$ cat src/lcd_store_map.vh
// constants for the serial display memory write block
`ifndef LCD_STORE_MAP_VH
`define LCD_STORE_MAP_VH

// address ranges
`define COL_LAST 7'h53
`define BANK_LAST 3'h5
`define COL_COUNT 9'h054
`define ROW_LAST 6'h2f
`define ROW_BANK 5:3
`define ROW_BIT 2:0

// serial framing
`define BIT_LAST 3'h7
`define ENTRY_DC 8
`define ENTRY_BYTE 7:0

// command opcodes, upper bits
`define CMD_FSET_OP 5'h04
`define CMD_DCTL_OP 5'h01
`define CMD_SETY_OP 5'h08
`define CMD_TEMP_OP 6'h01
`define CMD_SETX_BIT 7
`define CMD_HI5 7:3
`define CMD_HI6 7:2

// command field positions
`define FS_PD 2
`define FS_V 1
`define FS_H 0
`define DC_D 2
`define DC_ZERO 1
`define DC_E 0
`define FLD_Y 2:0
`define FLD_X 6:0
`define FLD_TC 1:0

// display presentation, coded as {D,E}
`define DM_BLANK 2'h0
`define DM_ALLON 2'h1
`define DM_NORMAL 2'h2
`define DM_INVERSE 2'h3

// reset values
`define PD_RESET 1'b1
`define V_RESET 1'b0
`define H_RESET 1'b0
`define DM_RESET 2'h0
`define TC_RESET 2'h0
`define COL_RESET 7'h00
`define BANK_RESET 3'h0
`define ROW_RESET 6'h00

`endif

$ cat src/lcd_serial_store.v
// serial display link receiver, display memory and row refresh scan
//
// Notes on behaviour
// memory of six banks, 84 bytes each
// column and bank addresses load separately
// address advances one step per data byte
// host loads only column 0-83, bank 0-5
// vertical mode advances bank each byte
// vertical: after bank 5, bank 0, column+1
// horizontal mode advances column each byte
// horizontal: after column 83, column 0, bank+1
// column 83 bank 5 wraps to zero
// column address maps to same column output
// bits accepted only while select is low
// reset input reinitialises the block
// mode input marks command or data byte
// two bits choose blank/on/normal/inverse display
// two bits choose temperature coefficient
// host enters power-down before stopping clock
// refresh runs independent of serial traffic
// refresh scans 48 rows onto 84 columns
// data sampled on rising edge, MSB first
// mode level taken on eighth clock pulse
// select high holds bit counter at start
// reset clears addresses, picks horizontal mode
// byte bit 0 is top row of bank
`timescale 1ns/10ps
`include "lcd_store_map.vh"

module lcd_serial_store #(
    parameter BUF_DEPTH = 2,
    parameter BUF_AW = 1,
    parameter COLS = 84,
    parameter ROWS = 48
) (
    // clock and reset
    input wire MCLK,
    input wire RESETN,
    // serial link
    input wire SERIAL_CLOCK,
    input wire SERIAL_DATA_IN,
    input wire LINK_SELECT_N,
    input wire DATA_MODE,
    // display clock
    input wire DISPLAY_CLOCK_INPUT,
    // panel drive
    output reg [ROWS-1:0] ROW_SELECT,
    output reg [COLS-1:0] COLUMN_OUT,
    // status
    output reg [6:0] COLUMN_ADDRESS,
    output reg [2:0] BANK_ADDRESS,
    output reg VERTICAL_MODE,
    output reg EXTENDED_SET,
    output reg [1:0] DISPLAY_MODE,
    output reg POWER_DOWN_FLAG,
    output reg TEMP_COEFF_MSB,
    output reg TEMP_COEFF_LSB,
    output reg BYTE_OVERRUN
);

    localparam [BUF_AW:0] BUF_FULL = BUF_DEPTH;
    localparam [1:0] TC_INIT = `TC_RESET;

    // memory index of a bank and column
    function [8:0] mem_index;
        input [2:0] bank;
        input [6:0] col;
        begin
            mem_index = bank * `COL_COUNT + {2'h0, col};
        end
    endfunction

    // next write address as {bank, column}
    function [9:0] next_addr;
        input vert;
        input [2:0] bank;
        input [6:0] col;
        reg [6:0] col_inc;
        reg [2:0] bank_inc;
        begin
            col_inc = col + 7'h01;
            bank_inc = bank + 3'h1;
            if (col == `COL_LAST && bank == `BANK_LAST) begin
                next_addr = {`BANK_RESET, `COL_RESET};
            end else if (vert) begin
                if (bank == `BANK_LAST) begin
                    next_addr = {`BANK_RESET, col_inc};
                end else begin
                    next_addr = {bank_inc, col};
                end
            end else begin
                if (col == `COL_LAST) begin
                    next_addr = {bank_inc, `COL_RESET};
                end else begin
                    next_addr = {bank, col_inc};
                end
            end
        end
    endfunction

    // shape a row for the presentation mode
    function [COLS-1:0] shape_row;
        input [1:0] mode;
        input [COLS-1:0] line;
        begin
            case (mode)
                `DM_BLANK: shape_row = {COLS{1'b0}};
                `DM_ALLON: shape_row = {COLS{1'b1}};
                `DM_NORMAL: shape_row = line;
                `DM_INVERSE: shape_row = ~line;
                default: shape_row = {COLS{1'b0}};
            endcase
        end
    endfunction

    // input synchronisers
    reg sclk_s1_r, sclk_s2_r, sclk_s3_r;
    reg serial_data_in_s1_r, serial_data_in_s2_r;
    reg sel_s1_r, sel_s2_r;
    reg dc_s1_r, dc_s2_r;
    reg dclk_s1_r, dclk_s2_r, dclk_s3_r;

    always @(posedge MCLK) begin
        if (!RESETN) begin
            sclk_s1_r <= 1'b0;
            sclk_s2_r <= 1'b0;
            sclk_s3_r <= 1'b0;
            serial_data_in_s1_r <= 1'b0;
            serial_data_in_s2_r <= 1'b0;
            sel_s1_r <= 1'b1;
            sel_s2_r <= 1'b1;
            dc_s1_r <= 1'b0;
            dc_s2_r <= 1'b0;
            dclk_s1_r <= 1'b0;
            dclk_s2_r <= 1'b0;
            dclk_s3_r <= 1'b0;
        end else begin
            sclk_s1_r <= SERIAL_CLOCK;
            sclk_s2_r <= sclk_s1_r;
            sclk_s3_r <= sclk_s2_r;
            serial_data_in_s1_r <= SERIAL_DATA_IN;
            serial_data_in_s2_r <= serial_data_in_s1_r;
            sel_s1_r <= LINK_SELECT_N;
            sel_s2_r <= sel_s1_r;
            dc_s1_r <= DATA_MODE;
            dc_s2_r <= dc_s1_r;
            dclk_s1_r <= DISPLAY_CLOCK_INPUT;
            dclk_s2_r <= dclk_s1_r;
            dclk_s3_r <= dclk_s2_r;
        end
    end

    wire sclk_rise = sclk_s2_r & ~sclk_s3_r;
    wire dclk_rise = dclk_s2_r & ~dclk_s3_r;

    // serial receiver
    reg [2:0] bit_cnt_r;
    reg [6:0] shift_r;
    wire bit_take = sclk_rise & ~sel_s2_r;
    wire rx_push = bit_take && (bit_cnt_r == `BIT_LAST);
    wire [8:0] rx_entry = {dc_s2_r, shift_r, serial_data_in_s2_r};
    wire buf_in_ready;

    always @(posedge MCLK) begin
        if (!RESETN) begin
            bit_cnt_r <= 3'h0;
            shift_r <= 7'h00;
            BYTE_OVERRUN <= 1'b0;
        end else begin
            if (sel_s2_r) begin
                bit_cnt_r <= 3'h0;
            end else if (bit_take) begin
                bit_cnt_r <= bit_cnt_r + 3'h1;
                shift_r <= {shift_r[5:0], serial_data_in_s2_r};
            end
            if (rx_push && !buf_in_ready) begin
                BYTE_OVERRUN <= 1'b1;
            end
        end
    end

    // two-entry byte buffer
    reg [8:0] buf_mem_r [0:BUF_DEPTH-1];
    reg [BUF_AW-1:0] wr_ptr_r;
    reg [BUF_AW-1:0] rd_ptr_r;
    reg [BUF_AW:0] count_r;
    reg scan_busy_r;
    wire buf_out_valid = (count_r != {(BUF_AW+1){1'b0}});
    wire buf_out_ready = ~scan_busy_r;
    wire buf_push = rx_push & buf_in_ready;
    wire buf_pop = buf_out_valid & buf_out_ready;
    wire [8:0] buf_out = buf_mem_r[rd_ptr_r];
    assign buf_in_ready = (count_r != BUF_FULL);

    always @(posedge MCLK) begin
        if (buf_push) begin
            buf_mem_r[wr_ptr_r] <= rx_entry;
        end
    end

    always @(posedge MCLK) begin
        if (!RESETN) begin
            wr_ptr_r <= {BUF_AW{1'b0}};
            rd_ptr_r <= {BUF_AW{1'b0}};
            count_r <= {(BUF_AW+1){1'b0}};
        end else begin
            if (buf_push) begin
                wr_ptr_r <= wr_ptr_r + 1'b1;
            end
            if (buf_pop) begin
                rd_ptr_r <= rd_ptr_r + 1'b1;
            end
            if (buf_push && !buf_pop) begin
                count_r <= count_r + 1'b1;
            end else if (buf_pop && !buf_push) begin
                count_r <= count_r - 1'b1;
            end
        end
    end

    // display memory
    reg [7:0] display_memory [0:6*COLS-1];
    wire [7:0] wr_byte = buf_out[`ENTRY_BYTE];
    wire wr_data = buf_pop & buf_out[`ENTRY_DC];
    wire wr_cmd = buf_pop & ~buf_out[`ENTRY_DC];
    wire [9:0] addr_nxt = next_addr(VERTICAL_MODE, BANK_ADDRESS,
        COLUMN_ADDRESS);

    always @(posedge MCLK) begin
        if (wr_data) begin
            display_memory[mem_index(BANK_ADDRESS, COLUMN_ADDRESS)]
                <= wr_byte;
        end
    end

    // command decode and write address counter
    always @(posedge MCLK) begin
        if (!RESETN) begin
            COLUMN_ADDRESS <= `COL_RESET;
            BANK_ADDRESS <= `BANK_RESET;
            VERTICAL_MODE <= `V_RESET;
            EXTENDED_SET <= `H_RESET;
            POWER_DOWN_FLAG <= `PD_RESET;
            DISPLAY_MODE <= `DM_RESET;
            TEMP_COEFF_MSB <= TC_INIT[1];
            TEMP_COEFF_LSB <= TC_INIT[0];
        end else if (wr_data) begin
            BANK_ADDRESS <= addr_nxt[9:7];
            COLUMN_ADDRESS <= addr_nxt[6:0];
        end else if (wr_cmd) begin
            if (wr_byte[`CMD_HI5] == `CMD_FSET_OP) begin
                POWER_DOWN_FLAG <= wr_byte[`FS_PD];
                VERTICAL_MODE <= wr_byte[`FS_V];
                EXTENDED_SET <= wr_byte[`FS_H];
            end else if (!EXTENDED_SET) begin
                if (wr_byte[`CMD_SETX_BIT]) begin
                    COLUMN_ADDRESS <= wr_byte[`FLD_X];
                end else if (wr_byte[`CMD_HI5] == `CMD_SETY_OP) begin
                    BANK_ADDRESS <= wr_byte[`FLD_Y];
                end else if (wr_byte[`CMD_HI5] == `CMD_DCTL_OP &&
                    !wr_byte[`DC_ZERO]) begin
                    DISPLAY_MODE <= {wr_byte[`DC_D], wr_byte[`DC_E]};
                end
            end else if (wr_byte[`CMD_HI6] == `CMD_TEMP_OP) begin
                TEMP_COEFF_MSB <= wr_byte[1];
                TEMP_COEFF_LSB <= wr_byte[0];
            end
        end
    end

    // refresh scan, paced by the display clock only
    reg [5:0] row_r;
    reg [6:0] scan_col_r;
    reg [COLS-1:0] line_r;
    wire [7:0] scan_byte =
        display_memory[mem_index(row_r[`ROW_BANK], scan_col_r)];
    wire scan_bit = scan_byte[row_r[`ROW_BIT]];
    wire [COLS-1:0] line_nxt = {scan_bit, line_r[COLS-1:1]};

    always @(posedge MCLK) begin
        if (!RESETN) begin
            row_r <= `ROW_RESET;
            scan_col_r <= `COL_RESET;
            scan_busy_r <= 1'b0;
            line_r <= {COLS{1'b0}};
            ROW_SELECT <= {ROWS{1'b0}};
            COLUMN_OUT <= {COLS{1'b0}};
        end else begin
            if (!scan_busy_r) begin
                if (dclk_rise) begin
                    scan_busy_r <= 1'b1;
                    scan_col_r <= `COL_RESET;
                end
            end else begin
                line_r <= line_nxt;
                if (scan_col_r == `COL_LAST) begin
                    scan_busy_r <= 1'b0;
                    if (row_r == `ROW_LAST) begin
                        row_r <= `ROW_RESET;
                    end else begin
                        row_r <= row_r + 6'h01;
                    end
                end else begin
                    scan_col_r <= scan_col_r + 7'h01;
                end
            end
            if (POWER_DOWN_FLAG) begin
                ROW_SELECT <= {ROWS{1'b0}};
                COLUMN_OUT <= {COLS{1'b0}};
            end else if (scan_busy_r && scan_col_r == `COL_LAST) begin
                ROW_SELECT <= {{(ROWS-1){1'b0}}, 1'b1} << row_r;
                COLUMN_OUT <= shape_row(DISPLAY_MODE, line_nxt);
            end
        end
    end

endmodule

$ cat config.mk
export PLATFORM = sky130hd
export DESIGN_NAME = lcd_serial_store
export DESIGN_NICKNAME = d
export VERILOG_FILES = /design/src/lcd_serial_store.v
export VERILOG_INCLUDE_DIRS = /design/src
export SDC_FILE = /design/constraint.sdc
export NUM_CORES = 2
export LEC_CHECK = 0
export BUFFER_PORTS_ARGS = -buffer_cell sky130_fd_sc_hd__buf_2
export CORE_UTILIZATION = 25
export DETAILED_ROUTE_END_ITERATION = 8
export GPL_ROUTABILITY_DRIVEN = 0
export SYNTH_ARGS = -nofsm -noshare
export SYNTH_HDL_FRONTEND = slang
export SYNTH_SLANG_ARGS = --single-unit
export TNS_END_PERCENT = 5
$ cat constraint.sdc
create_clock -name MCLK -period 11.19 [get_ports MCLK]
set_clock_uncertainty 0.15 [all_clocks]
set_input_delay 0.5595 -clock MCLK [delete_from_list [all_inputs] [get_ports MCLK]]
set_output_delay 0.5595 -clock MCLK [all_outputs]
set_load 0.03 [all_outputs]
==> Yosys cells after proc, flatten, opt, wreduce, memory -nomap -nowiden <==
Memories as Yosys holds them, arrays and structs flattened. A register that Yosys moved wholly into a read port is not among the register bits.
Cells that the tools add are included.
W data, S select, Z words.
{ "word_totals": {"reg_bits": 274, "n_memories": 2, "input_bits": 7, "mem_bits_rw": 4050, "mem_bits_ro": 0, "latch_bits": 0} }
{ "mem_list": {"columns": ["name", "depth", "word_bits", "rd", "rd_clocked_by_memory_dff", "write_ports", "line_no", "text"], "rows": [
  ["display_memory", 504, 8, 1, 0, 1, "lcd_serial_store.v:222", "reg [7:0] display_memory [0:6*COLS-1];"],
  ["buf_mem_r", 2, 9, 1, 1, 1, "lcd_serial_store.v:183", "reg [8:0] buf_mem_r [0:BUF_DEPTH-1];"]
]} }
{ "op_classes": {"multipliers": 2, "n_reduce_logical": 28, "bitwise_logic": 19, "n_div": 0, "n_eq_ne": 19, "magnitude_cmp": 1, "muxes": 33, "shift": 1, "add_sub_neg": 11} }
{ "op_table": {"columns": ["cell", "count"], "rows": [
  ["$pmux W84 S4", 1],
  ["$not A84 Y84", 1],
  ["$mux W7", 8],
  ["$shl A1 B6 Y48 const A", 1],
  ["$mux W10", 4],
  ["$add A9 B7 Y9", 2],
  ["$mux W3", 6],
  ["$add A7 B1 Y7 const B", 2],
  ["$eq A7 B7 Y1 const B", 2],
  ["$mul A3 B5 Y7 const B", 2],
  ["$reduce_bool A2 Y1", 6],
  ["$not A1 Y1", 11],
  ["$mux W1", 10],
  ["$reduce_and A5 Y1", 2],
  ["$ne A4 B2 Y1 const B", 2],
  ["$and A1 B1 Y1", 7],
  ["$logic_and A1 B1 Y1", 7],
  ["$reduce_and A7 Y1", 1],
  ["$add A3 B1 Y3 const B", 2],
  ["$add A6 B1 Y6 const B", 1],
  ["$eq A3 B3 Y1 const B", 2],
  ["$eq A6 B1 Y1 const B", 1],
  ["$eq A6 B6 Y1 const B", 1],
  ["$mux W6", 1],
  ["19 further kinds", 31]
]} }

==> Longest topological paths before layout <==
{ "depth": {"word_depth": 9, "mapped_depth": 19, "mapped_depth_nobuf": 15} }

==> Least setup slack after synthesis <==
OpenSTA, ideal clock, no wires.
{ "synth_timing": {"path_type": "register -> register", "startpoint": "reg with a tool-made name", "endpoint": "mem display_memory[0][2], data pin", "path_buffers": 1, "stages_incl_launch_ff": 4, "setup_slack_ns": 3.454, "setup_ns": 1.325, "arrival_ns": 6.261, "path_cell_list": "dfxtp_1 > clkbuf_1 > mux2i_1 > inv_1"} }
{ "synth_rtl": {"columns": ["item", "line_no"], "rows": [
  ["to (decl)", "lcd_serial_store.v:222"]
]} }

==> Worst setup path after layout <==
{ "layout_timing": {"startpoint": "reg row_r[3]", "endpoint": "reg COLUMN_OUT[83]"} }
{ "layout_via": {"elab_chain_len": 7} }
{ "layout_rtl": {"columns": ["item", "line_no", "text"], "rows": [
  ["from (decl)", "lcd_serial_store.v:272", "reg [5:0] row_r;"],
  ["from (signal assigned)", "lcd_serial_store.v:282", "row_r <= `ROW_RESET;"],
  ["from (signal assigned)", "lcd_serial_store.v:299", "row_r <= `ROW_RESET;"],
  ["from (signal assigned)", "lcd_serial_store.v:301", "row_r <= row_r + 6'h01;"],
  ["$mul A3 B5 Y7 (no line) (*)", null, null],
  ["$add A9 B7 Y9 (*)", "lcd_serial_store.v:69", "mem_index = bank * `COL_COUNT + {2'h0, col};"],
  ["$mem_v2 Z504 W8 (*)", null, null],
  ["$bmux W1 S3 (*)", "lcd_serial_store.v:277", "wire scan_bit = scan_byte[row_r[`ROW_BIT]];"],
  ["$mux W1 (*)", "lcd_serial_store.v:277", null],
  ["$not A84 Y84", "lcd_serial_store.v:110", "`DM_INVERSE: shape_row = ~line;"],
  ["$pmux W84 S4 (*)", "lcd_serial_store.v:106", "case (mode)"],
  ["to (signal assigned)", "lcd_serial_store.v:287", "COLUMN_OUT <= {COLS{1'b0}};"],
  ["to (signal assigned)", "lcd_serial_store.v:309", "COLUMN_OUT <= {COLS{1'b0}};"],
  ["to (signal assigned)", "lcd_serial_store.v:312", "COLUMN_OUT <= shape_row(DISPLAY_MODE, line_nxt);"],
  ["to (decl)", "lcd_serial_store.v:48", "output reg [COLS-1:0] COLUMN_OUT,"]
]} }
Mark *: on every way between the ends. The rest lies on a longest branch, timed or not. The select of a mux whose other input is x is not followed.
A chain may end at the register's enable or synchronous reset.

==> results.ini <==
[cells_and_area]
design_area_um2=194000
seq_area_um2=127000
nNetsFinal=8817
fill_cells=65900
drive_above_1_share=0.221
multiInputGateArea_um2=39700
area_delta_synth_final_pct=14.5
final_cells=18100

[floorplan]
num_io_pins=157
die_w_um=826
fp.dieH_um=826
coreArea_um2=676000
die_area_um2=682000
rows=302
start_util=0.251

[yosys]
synth_edf_count=4050
ys_ff_latch=4324
yosys-top-cells-area=edfxtp_1, mux4_2, dfxtp_1, mux2i_1, nor2_1
yosysMostFrequentCell=edfxtp_1
synthTopCellsByCount=edfxtp_1, mux4_2, nor2_1
yosysSeqAreaShare=0.749
syn_inst=8569
synth_area_leader_cell=edfxtp_1
syn_avg_cell_area_um2=19.8
synth_cell_types=87
syn_nets=8612
synth_area_um2=170000
async_reset_ff_frac=0
yosys_most_used_dff=edfxtp_1
yosysTopAreaCellShare=0.717
yosysWarnings=0

[power]
intPower_mw=26.5
netSwitchingPower_mw=7.93
power_leakage_nw=57.3
total_power_mw=34.5
powerDensity_nw_per_um2=178
vdd_drop_max_mv=0.152
pwr-share-comb=0.057
p_clk_frac=0.415
seqPwrFrac=0.528
swShare=0.230

[cts]
numCtsBuffers=431
clk_latency_ps=1060
cts-root-buf=clkbuf_16
path_clk_slew_ps=60
clockBufferDepth=4
post_cts_resized=0
cts_hold_buf=7
h-tree-depth=5
cts_tree=done
postCtsSetupBuffers=0
clock_sinks=4324

[worst_setup_path]
worst_ep_required_time_ps=11940
cp-start-kind=register
cp_max_fo=93
path_class=register to register
max_stage_delay_ps=1270
slowest_stage=fa_4
path_cells=ha_4 -> inv_1 -> fa_4 -> buf_12 -> nor2_4 -> buf_4 -> nand2_1 -> o22ai_1 -> a31oi_1 -> nand3_1 -> a21boi_0 -> a211oi_1 -> a41o_1 -> a31oi_1 -> buf_4 -> a211oi_1 -> nor4_2
endpoint_kind=register
cp.arrival_ps=9310

[placed_design]
pre_cts_ws_ps=3090
hpwl_um=301000
dp.cells=17300
place_area_um2=180000
port-buffer-count=156

[run_status]
violations=capacitance limit, slew limit
run_status=finished, violations left

[route]
dr.pass1.iters=8
drc_errors=0
viasPerCell=4.87
drt_iter0_drc=12700
ant_nets=0
wirelength_um=498000
num_vias=88300
wl_per_cell_um=27.5

[global_route]
grt-ovfl-total=0
grt_pass1_vias=85100
grt_pass1_wl_um=692000
antenna_found_initial=28
grt_max_degree=208
grt_usage=0.140

[timing]
relSlewSlack=-0.0739
setup_viol=0
worst_pin_slew_ps=1600
finalCritPeriodShare=0.766
period_needed_ps=8570
finalSetupTns_ps=0
hold_viol_final=0
slew_viol_final=31
max_freq_ghz=0.117
rsz0062_at_grt=no
setup_ws_ps=2620

[run]
drv_cap=2

[min_path]
min_path_type=input port to register

## area by class of cell
| class | count | area share |
|---|---|---|
| Sequential cell | 4324 | 0.655 |
| Multi-Input combinational cell | 3684 | 0.204 |
| Clock buffer | 555 | 0.0588 |
| Tap cell | 8968 | 0.0578 |
| Clock inverter | 242 | 0.0120 |
| Timing Repair Buffer | 311 | 0.0117 |
| Inverter | 22 | 0.000606 |
| Antenna cell | 13 | 0.000168 |
## registers in the layout, indices dropped and copies added (netlist names), 2 cells and up, named ones only
name	flops
display_memory	4032
count_r	2
scan_col_r	7
COLUMN_ADDRESS	7
bit_cnt_r	3
BANK_ADDRESS	3
buf_mem_r	18
row_r	6
line_r	83
COLUMN_OUT	84
ROW_SELECT	48
DISPLAY_MODE	2
shift_r	7
## placed cells by master (no fill, tap or decap), types with 123 or more instances in the layout
| cell type | count |
|---|---|
| buf_2 | 155 |
| edfxtp_1 | 4050 |
| nor2_1 | 706 |
| mux4_2 | 1028 |
| clkbuf_16 | 434 |
| buf_4 | 123 |
| dfxtp_1 | 269 |
| mux2i_1 | 276 |
| nor2b_1 | 123 |
| nand2_1 | 406 |
## metal layers
layer | vias to the layer above | GRT usage | share of wire
met2 | 5044 | 0.208 | 0.44
met1 | 47000 | 0.198 | 0.41
met5 | - | 0 | 0.000082
met4 | 6 | 0.0508 | 0.041
li1 | 35300 | - | -
met3 | 908 | 0.0367 | 0.12
## path summary, 6_finish.rpt
path | start | endpoint | slack [ps] | cells past startpoint
worst max register to register | row_r[3]$_SDFFE_PN0P_ | COLUMN_OUT[83]$_SDFFE_PP0P_ | 2620 | 17
worst min register to register | sel_s1_r$_SDFF_PN1_ | sel_s2_r$_SDFF_PN1_ | 270 | 1
worst max-delay path | row_r[3]$_SDFFE_PN0P_ | COLUMN_OUT[83]$_SDFFE_PP0P_ | 2620 | 17
worst min-delay path | DATA_MODE | dc_s1_r$_SDFF_PN0_ | 260 | 3
## critical path: cells and delay by family (launching register included)
kind	cells	cell delay, ps
AOI/OAI and AO/OA	7	2950
buffers and inverters	4	1350
DFF	1	770
and+or+nand+nor	4	1480
adders and majority gates	2	1520
## kinds of logic after synthesis
| logic type | Yosys count | share of synthesized area |
|---|---|---|
| flops | 4324 | 0.749 |
| simple gates | 1530 | 0.0390 |
| mux | 1343 | 0.156 |
| compound gates | 661 | 0.0277 |
| buf+inv | 561 | 0.0195 |
| xor+xnor | 114 | 0.00593 |
| fa+ha+maj | 36 | 0.00274 |
## power by group through the flow
stage	registers (mW)	clock network (mW)	logic, mW
floorplan	18.7	0	0.991
global placement	18.5	0	1.91
detailed placement	18.6	0	1.95
CTS	18.2	14.4	1.95
global route	18.2	15.0	2.04
finish	18.2	14.3	1.97
## metrics by stage
step / hold slack, ps / util
2_1_floorplan: 236 / -
3_3_place_gp: 254 / 0.267
3_5_place_dp: 251 / 0.267
4_1_cts: 171 / 0.287
5_1_grt: 256 / 0.287
6_report: 258 / 0.287
Note: power is estimated with default switching activity, not from simulation.
